--- src/sctrp_pkg.sv ---
// constants and carrier types of the set/clear/toggle register pair
// assumes one synchronous clock domain shared with the accessing logic
package sctrp_pkg;

   localparam int unsigned SCTRP_DATA_W = 8;

   // default bit map: [7:6] reserved, [5] write-only, [4] read-only,
   // [3:0] read/write
   localparam logic [SCTRP_DATA_W-1:0] SCTRP_RW_MASK  = 8'h0F;
   localparam logic [SCTRP_DATA_W-1:0] SCTRP_RO_MASK  = 8'h10;
   localparam logic [SCTRP_DATA_W-1:0] SCTRP_WO_MASK  = 8'h20;
   localparam logic [SCTRP_DATA_W-1:0] SCTRP_RST_VAL  = 8'h00;
   localparam logic [SCTRP_DATA_W-1:0] SCTRP_ZERO     = 8'h00;
   localparam logic                    SCTRP_KEEP_DBG = 1'h0;

   typedef enum logic [1:0]
   {
      SCTRP_SEL_BASE              = 2'h0,
      SCTRP_SEL_OUTPUT_BIT_SET    = 2'h1,
      SCTRP_SEL_BIT_TOGGLE_ALIAS  = 2'h3,
      SCTRP_SEL_BIT_CLEAR_ALIAS   = 2'h2
   } sctrp_sel_t;

   typedef struct packed
   {
      logic                    valid;
      logic                    write;
      sctrp_sel_t              sel;
      logic [SCTRP_DATA_W-1:0] wdata;
   } sctrp_access_t;

endpackage

--- src/sctrp_reg_pair.sv ---
// base register with set, clear and toggle aliases on one access port
// assumes access, roValue and softRst come from logic on clk
//
// Summary of operation
// - read/write bits read back what was stored and take written data.
// - read-only bits read the live hardware value and ignore writes.
// - write-only bits take writes and read as zero.
// - reserved bits always read as zero whatever was written.
// - reset loads the reset value; peripheral soft reset does too, except debug.
// - base and every alias read back the same base value.
// - a one written to the clear alias clears that base bit.
// - a one written to the set alias sets that base bit.
// - a one written to the toggle alias inverts that base bit.
// - alias writes act on the base directly, with no read-modify-write.
`timescale 1ns/1ps

module sctrp_reg_pair
   import sctrp_pkg::*;
#(
   parameter logic [SCTRP_DATA_W-1:0] RW_MASK    = SCTRP_RW_MASK,
   parameter logic [SCTRP_DATA_W-1:0] RO_MASK    = SCTRP_RO_MASK,
   parameter logic [SCTRP_DATA_W-1:0] WO_MASK    = SCTRP_WO_MASK,
   parameter logic [SCTRP_DATA_W-1:0] RESET_VAL  = SCTRP_RST_VAL,
   parameter logic                    KEEP_DEBUG = SCTRP_KEEP_DBG
)
(
   input  wire logic                    clk,
   input  wire logic                    rst,
   input  wire logic                    softRst,
   input  wire sctrp_access_t           access,
   input  wire logic [SCTRP_DATA_W-1:0] roValue,
   output logic      [SCTRP_DATA_W-1:0] rdData_reg,
   output logic                         rdValid_reg,
   output logic      [SCTRP_DATA_W-1:0] value_reg
);

   localparam logic [SCTRP_DATA_W-1:0] WR_MASK   = RW_MASK | WO_MASK;
   localparam logic [SCTRP_DATA_W-1:0] RSVD_MASK =
      ~(RW_MASK | RO_MASK | WO_MASK);

   generate
      if (((RW_MASK & RO_MASK) | (RW_MASK & WO_MASK) | (RO_MASK & WO_MASK))
          != SCTRP_ZERO)
      begin : g_bad_masks
         $error("bit access masks overlap");
      end
   endgenerate

   // only writable positions ever reach the store
   function automatic logic [SCTRP_DATA_W-1:0] wrBits
   (
      input logic [SCTRP_DATA_W-1:0] d
   );
      wrBits = d & WR_MASK;
   endfunction

   logic [SCTRP_DATA_W-1:0] store_reg;
   logic [SCTRP_DATA_W-1:0] store_next;
   logic [SCTRP_DATA_W-1:0] rdData_next;
   logic                    rdValid_next;
   logic                    doWrite;
   logic                    doRead;
   logic [SCTRP_DATA_W-1:0] setMask;
   logic [SCTRP_DATA_W-1:0] clrMask;
   logic [SCTRP_DATA_W-1:0] tglMask;
   logic [SCTRP_DATA_W-1:0] baseMask;
   logic [SCTRP_DATA_W-1:0] applied;

   assign doWrite = access.valid && access.write;
   assign doRead  = access.valid && !access.write;

   // decode one access into per-bit action masks
   always_comb
   begin
      setMask  = SCTRP_ZERO;
      clrMask  = SCTRP_ZERO;
      tglMask  = SCTRP_ZERO;
      baseMask = SCTRP_ZERO;
      if (doWrite)
      begin
         unique case (access.sel)
            SCTRP_SEL_BASE:             baseMask = WR_MASK;
            SCTRP_SEL_OUTPUT_BIT_SET:   setMask  = wrBits(access.wdata);
            SCTRP_SEL_BIT_TOGGLE_ALIAS: tglMask  = wrBits(access.wdata);
            SCTRP_SEL_BIT_CLEAR_ALIAS:  clrMask  = wrBits(access.wdata);
         endcase
      end
   end

   genvar b;
   generate
      for (b = 0; b < SCTRP_DATA_W; b++)
      begin : g_bit
         always_comb
         begin
            if (baseMask[b])
               applied[b] = access.wdata[b];
            else if (setMask[b])
               applied[b] = 1'h1;
            else if (clrMask[b])
               applied[b] = 1'h0;
            else if (tglMask[b])
               applied[b] = ~store_reg[b];
            else
               applied[b] = store_reg[b];
         end
      end
   endgenerate

   always_comb
   begin
      store_next = applied & WR_MASK;
      if (softRst && !KEEP_DEBUG)
         store_next = RESET_VAL & WR_MASK;
   end

   always_ff @(posedge clk)
   begin
      if (rst)
         store_reg <= RESET_VAL & WR_MASK;
      else
         store_reg <= store_next;
   end

   // read path: same answer for base and every alias
   always_comb
   begin
      rdValid_next = doRead;
      rdData_next  = rdData_reg;
      if (doRead)
      begin
         // select does not matter on read
         // write-only returns zero, not to be relied on
         rdData_next = (store_reg & RW_MASK) | (roValue & RO_MASK);
      end
   end

   always_ff @(posedge clk)
   begin
      if (rst)
      begin
         rdData_reg  <= SCTRP_ZERO;
         rdValid_reg <= 1'h0;
         value_reg   <= SCTRP_ZERO;
      end
      else
      begin
         rdData_reg  <= rdData_next;
         rdValid_reg <= rdValid_next;
         // hardware sees stored bits one cycle after the store updates
         value_reg   <= store_reg;
      end
   end

   chk_rw_write_store: assert property (@(posedge clk) disable iff (rst)
      (doWrite && access.sel == SCTRP_SEL_BASE && !softRst)
      |=> ((store_reg & RW_MASK) == ($past(access.wdata) & RW_MASK)))
      else $error("base write not stored");

   chk_ro_no_store: assert property (@(posedge clk) disable iff (rst)
      (store_reg & ~WR_MASK) == SCTRP_ZERO)
      else $error("read-only or reserved bit stored");

   chk_ro_read_live: assert property (@(posedge clk) disable iff (rst)
      doRead |=> ((rdData_reg & RO_MASK) == ($past(roValue) & RO_MASK)))
      else $error("read-only bit not live on read");

   chk_wo_read_zero: assert property (@(posedge clk) disable iff (rst)
      rdValid_reg |-> ((rdData_reg & WO_MASK) == SCTRP_ZERO))
      else $error("write-only bit leaked on read");

   chk_rsvd_read_zero: assert property (@(posedge clk) disable iff (rst)
      (rdData_reg & RSVD_MASK) == SCTRP_ZERO)
      else $error("reserved bit read nonzero");

   chk_reset_load: assert property (@(posedge clk)
      (rst || (softRst && !KEEP_DEBUG))
      |=> (store_reg == (RESET_VAL & WR_MASK)))
      else $error("reset value not loaded");

   chk_pair_read_same: assert property (@(posedge clk) disable iff (rst)
      doRead
      |=> ((rdData_reg & RW_MASK) == ($past(store_reg) & RW_MASK)))
      else $error("read differs from base value");

   chk_clear_alias: assert property (@(posedge clk) disable iff (rst)
      (doWrite && access.sel == SCTRP_SEL_BIT_CLEAR_ALIAS && !softRst)
      |=> (store_reg == ($past(store_reg) & ~wrBits($past(access.wdata)))))
      else $error("clear alias wrong");

   chk_set_alias: assert property (@(posedge clk) disable iff (rst)
      (doWrite && access.sel == SCTRP_SEL_OUTPUT_BIT_SET && !softRst)
      |=> (store_reg == ($past(store_reg) | wrBits($past(access.wdata)))))
      else $error("set alias wrong");

   chk_toggle_alias: assert property (@(posedge clk) disable iff (rst)
      (doWrite && access.sel == SCTRP_SEL_BIT_TOGGLE_ALIAS && !softRst)
      |=> (store_reg == ($past(store_reg) ^ wrBits($past(access.wdata)))))
      else $error("toggle alias wrong");

   chk_alias_to_out: assert property (@(posedge clk) disable iff (rst)
      (doWrite && access.sel != SCTRP_SEL_BASE && !softRst)
      |=> ##1 (value_reg == $past(store_reg)))
      else $error("alias result not on output");

   chk_zero_hold: assert property (@(posedge clk) disable iff (rst)
      (doWrite && access.sel != SCTRP_SEL_BASE && !softRst)
      |=> ((store_reg & ~$past(access.wdata))
           == ($past(store_reg) & ~$past(access.wdata))))
      else $error("zero alias bit changed base");

   // side checks on the read port: a read is a one-cycle answer and the
   // held data must not drift between reads, or software would see a
   // value that no access produced
   chk_rdvalid_set: assert property (@(posedge clk) disable iff (rst)
      doRead |=> rdValid_reg)
      else $error("read not answered");

   chk_rdvalid_idle: assert property (@(posedge clk) disable iff (rst)
      !doRead |=> !rdValid_reg)
      else $error("read valid without a read");

   chk_rddata_hold: assert property (@(posedge clk) disable iff (rst)
      !doRead |=> $stable(rdData_reg))
      else $error("read data changed without a read");

   chk_read_no_change: assert property (@(posedge clk) disable iff (rst)
      (doRead && !softRst) |=> $stable(store_reg))
      else $error("read altered the base value");

   // store side: nothing moves without a write, and a soft reset on a
   // debug register must leave it alone
   chk_idle_hold: assert property (@(posedge clk) disable iff (rst)
      (!access.valid && !softRst) |=> $stable(store_reg))
      else $error("base changed with no access");

   chk_value_follow: assert property (@(posedge clk) disable iff (rst)
      1'b1 |=> (value_reg == $past(store_reg)))
      else $error("output does not follow base");

   chk_value_masked: assert property (@(posedge clk) disable iff (rst)
      (value_reg & ~WR_MASK) == SCTRP_ZERO)
      else $error("unwritable bit on output");

   chk_wo_write_store: assert property (@(posedge clk) disable iff (rst)
      (doWrite && access.sel == SCTRP_SEL_BASE && !softRst)
      |=> ((store_reg & WO_MASK) == ($past(access.wdata) & WO_MASK)))
      else $error("write-only bit not stored");

   chk_soft_keep: assert property (@(posedge clk) disable iff (rst)
      (softRst && KEEP_DEBUG && !doWrite) |=> $stable(store_reg))
      else $error("debug register lost its value");

   chk_soft_beats_write: assert property (@(posedge clk) disable iff (rst)
      (softRst && !KEEP_DEBUG && doWrite)
      |=> (store_reg == (RESET_VAL & WR_MASK)))
      else $error("write won over soft reset");

   chk_reset_outputs: assert property (@(posedge clk)
      rst |=> (!rdValid_reg && value_reg == SCTRP_ZERO))
      else $error("outputs not cleared by reset");

   chk_set_no_clear: assert property (@(posedge clk) disable iff (rst)
      (doWrite && access.sel == SCTRP_SEL_OUTPUT_BIT_SET && !softRst)
      |=> (($past(store_reg) & ~store_reg) == SCTRP_ZERO))
      else $error("set alias cleared a bit");

   chk_clear_no_set: assert property (@(posedge clk) disable iff (rst)
      (doWrite && access.sel == SCTRP_SEL_BIT_CLEAR_ALIAS && !softRst)
      |=> ((store_reg & ~$past(store_reg)) == SCTRP_ZERO))
      else $error("clear alias set a bit");

   chk_tgl_only_ones: assert property (@(posedge clk) disable iff (rst)
      (doWrite && access.sel == SCTRP_SEL_BIT_TOGGLE_ALIAS && !softRst)
      |=> (((store_reg ^ $past(store_reg)) & ~$past(access.wdata))
           == SCTRP_ZERO))
      else $error("toggle alias flipped a zero bit");

endmodule

--- config.mk ---
export PLATFORM = sky130hd
export DESIGN_NAME = sctrp_reg_pair
export DESIGN_NICKNAME = d
export VERILOG_FILES = /design/src/sctrp_pkg.sv /design/src/sctrp_reg_pair.sv
export SDC_FILE = /design/constraint.sdc
export NUM_CORES = 1
export LEC_CHECK = 0
export ABC_AREA = 1
export BUFFER_PORTS_ARGS = -buffer_cell sky130_fd_sc_hd__buf_2
export CAP_MARGIN = 40
export CORE_MARGIN = 5
export CORE_UTILIZATION = 47
export CTS_BUF_LIST = sky130_fd_sc_hd__clkbuf_8
export DETAILED_ROUTE_END_ITERATION = 6
export GPL_TIMING_DRIVEN = 0
export PLACE_DENSITY = 0.83
export RECOVER_POWER = 100
export SYNTH_ARGS = -nofsm -noshare
export SYNTH_HDL_FRONTEND = slang
export SYNTH_SLANG_ARGS = --single-unit
--- constraint.sdc ---
create_clock -name clk -period 2.1 [get_ports clk]
set_clock_uncertainty 0.1 [all_clocks]
set_input_delay 0.105 -clock clk [delete_from_list [all_inputs] [get_ports clk]]
set_output_delay 0.105 -clock clk [all_outputs]
set_load 0.005 [all_outputs]
==> results.json <==
{
  "p_leak_nw": 0.468,
  "port_buffers": 23,
  "numnets_final": 157,
  "clock_sinks": 16,
  "drt_pass1_iterations": 2,
  "multi_input_comb_area_um2": 290,
  "die_width_um": 48.5,
  "max_cap_check_violation_count": 0,
  "critical_path_required_ns": 2.18,
  "synthesis.area_um2": 696,
  "outcome": "finished clean",
  "crit_type": "in -> reg",
  "min_period_ns": 1.19,
  "design.core.area_um2": 1350,
  "ys_seq_elements": 16,
  "cts_made_buffers": 3,
  "post_cts.resized_instances": 0,
  "area_delta_synth_final_pct": 30.4,
  "drive_above_1_share_pct": 27.1,
  "drt.antenna.violating_nets": 0,
  "syn-mean-instance-area_um2": 6.96,
  "first_iter_violations": 11,
  "global_route_wire_length_before_repair_um": 2350,
  "synthAdderAreaFrac_pct": 0,
  "start_kind": "input port",
  "detail_route.vias_per_cell": 4.30,
  "num_antenna_cells": 0,
  "largest_net_degree_at_the_start_of_global_routing": 11,
  "pin_count": 40,
  "floorplan.rows": 13,
  "vdd_drop_max_mv": 0.363,
  "synth_top_family_by_area": "simple AND/OR/NAND/NOR gates",
  "post_synth_xor_area_fraction_pct": 0,
  "post-cts-setup-buffers": 0,
  "grt_setup_unrepaired": "no",
  "antenna_found_initial": 0,
  "dp.final_hpwl_um": 1110,
  "final_max_slew_viol_count": 0,
  "holdWs_ns": 0.0144,
  "route.final.wire_length_um": 1430,
  "globalRouteOverflowTotal": 0,
  "drt_drc_violations_left": 0,
  "weighted_congestion_reported_at_the_end_of_routability_driven_placement": 0.805,
  "min_path_type": "in -> reg",
  "final-setup-viol-count": 0,
  "rr_worst_depth": 5,
  "yosysWarningCount": 0,
  "synth_mux_area_share_pct": 0,
  "die_height_um": 48.5,
  "grt_use_total_pct": 12.1,
  "crit_arrival_ns": 1.27,
  "wire_per_inst_um": 9.64,
  "cts_root_buf": "sky130_fd_sc_hd__clkbuf_8",
  "via_count": 637,
  "post_synth_num_cell_types": 14,
  "ys_seq_area_share_pct": 46.0,
  "fmax_ghz": 0.841,
  "cts_tree": "yes",
  "hold_viol_final": 0,
  "min_delay_path_depth": 3,
  "powerDensity_nw_per_um2": 709,
  "synth_cells": 100,
  "first_global_vias": 582,
  "start_util_pct": 51.5,
  "period_share_pct": 56.6,
  "cts.path.max_buffers": 2,
  "clkSlewWorstSetupHoldPaths_ns": 0.06,
  "fraction_of_the_mapped_netlist_area_in_compound_gates_pct": 7.19,
  "fp.dieArea_um2": 2350,
  "fillers": 135,
  "worstPathMaxFanout": 5,
  "htree_levels": 1,
  "insertion_delay_ns": 0.24,
  "final_tns_setup_ns": 0,
  "endpoint_kind": "flip-flop",
  "post_synth_and_or_nand_nor_area_fraction_pct": 31.3,
  "seq_area_um2": 320
}
## worst max-delay path: stages
cell and delay (ns):
sky130_fd_sc_hd__dlygate4sd3_1 0.54, sky130_fd_sc_hd__clkbuf_1 0.12, sky130_fd_sc_hd__nor2_1 0.29, sky130_fd_sc_hd__nand2_1 0.09, sky130_fd_sc_hd__nor2_1 0.11
## metrics by stage
step	instance area [um^2]	utilization, %	power (mW)	cells	setup WS, ns
after floorplan	714	-	0.360	105	1.33
after global placement	848	62.8	0.382	143	1.26
after detailed placement	848	62.8	0.384	143	1.22
after CTS	913	67.7	0.649	148	0.931
after global routing	907	67.2	0.674	148	0.788
final	907	67.2	0.643	148	0.912
## cell usage in the layout, fill, tap and decap left out, drive strengths merged
cell,instances
conb,6
clkbuf,9
a21oi,10
dfxtp,16
inv,13
nor2,19
nand2,33
buf,25
clkinv,1
dlygate4sd3,1
## synth_stat cells
master,count,share of area [%]
sky130_fd_sc_hd__nor2_1,17,9.2
sky130_fd_sc_hd__nor2_4,1,1.6
sky130_fd_sc_hd__nand2_1,30,16
sky130_fd_sc_hd__inv_2,1,0.54
sky130_fd_sc_hd__nand2_2,2,1.8
sky130_fd_sc_hd__clkinv_2,1,0.72
sky130_fd_sc_hd__buf_2,1,0.72
sky130_fd_sc_hd__buf_4,6,6.5
sky130_fd_sc_hd__inv_1,12,6.5
sky130_fd_sc_hd__a21oi_1,10,7.2
sky130_fd_sc_hd__nand2_4,1,1.6
sky130_fd_sc_hd__conb_1,1,0.54
sky130_fd_sc_hd__dfxtp_1,16,46
sky130_fd_sc_hd__nor2_2,1,0.90
## worst paths after layout
kind / slack, ns / from / endpoint
min: 0.01 / roValue[4] / rdData_reg[4]
max reg2reg: 1.22 / store_reg[2] / store_reg[2]
max: 0.91 / rst / store_reg[1]
min reg2reg: 0.35 / store_reg[5] / value_reg[5]
## layer usage
metal  global-route usage [%]  wire [um]  vias up
met5                        0          0        -
met4                     5.38          0        0
met3                     3.67        113        0
met2                     21.3        700       19
met1                     13.2        612      269
li1                         -          -      349
## final cells by class
class                      count  area share [%]
sequential                    16            35.3
multi-input combinational     68            32.0
timing repair buffer          24            13.2
clock buffer                   4            6.07
inverter                      14            5.93
buffer                         7            5.38
tap                           15            2.07
## timing repair
| action | CTS | global route |
|---|---|---|
| hold buffers | 1 | 0 |
| hold endpoints to repair | 1 | 0 |
| setup endpoints to repair | 0 | 0 |
## cell families (layout without fill, tap and decap cells)
kind of cell | count (synthesis) | in the layout
AOI/OAI and AO/OA | 10 | 10
buffers and inverters | 21 | 49
DFF | 16 | 16
other | 1 | 6
and+or+nand+nor | 52 | 52
## power breakdown
part	internal [mW]	switching (mW)	leakage (nW)	total (mW)
Sequential	0.309	0.00327	0.130	0.313
Combinational	0.0296	0.0370	0.309	0.0666
Clock	0.166	0.0982	0.0288	0.264
(Power assumes the default switching activity.)
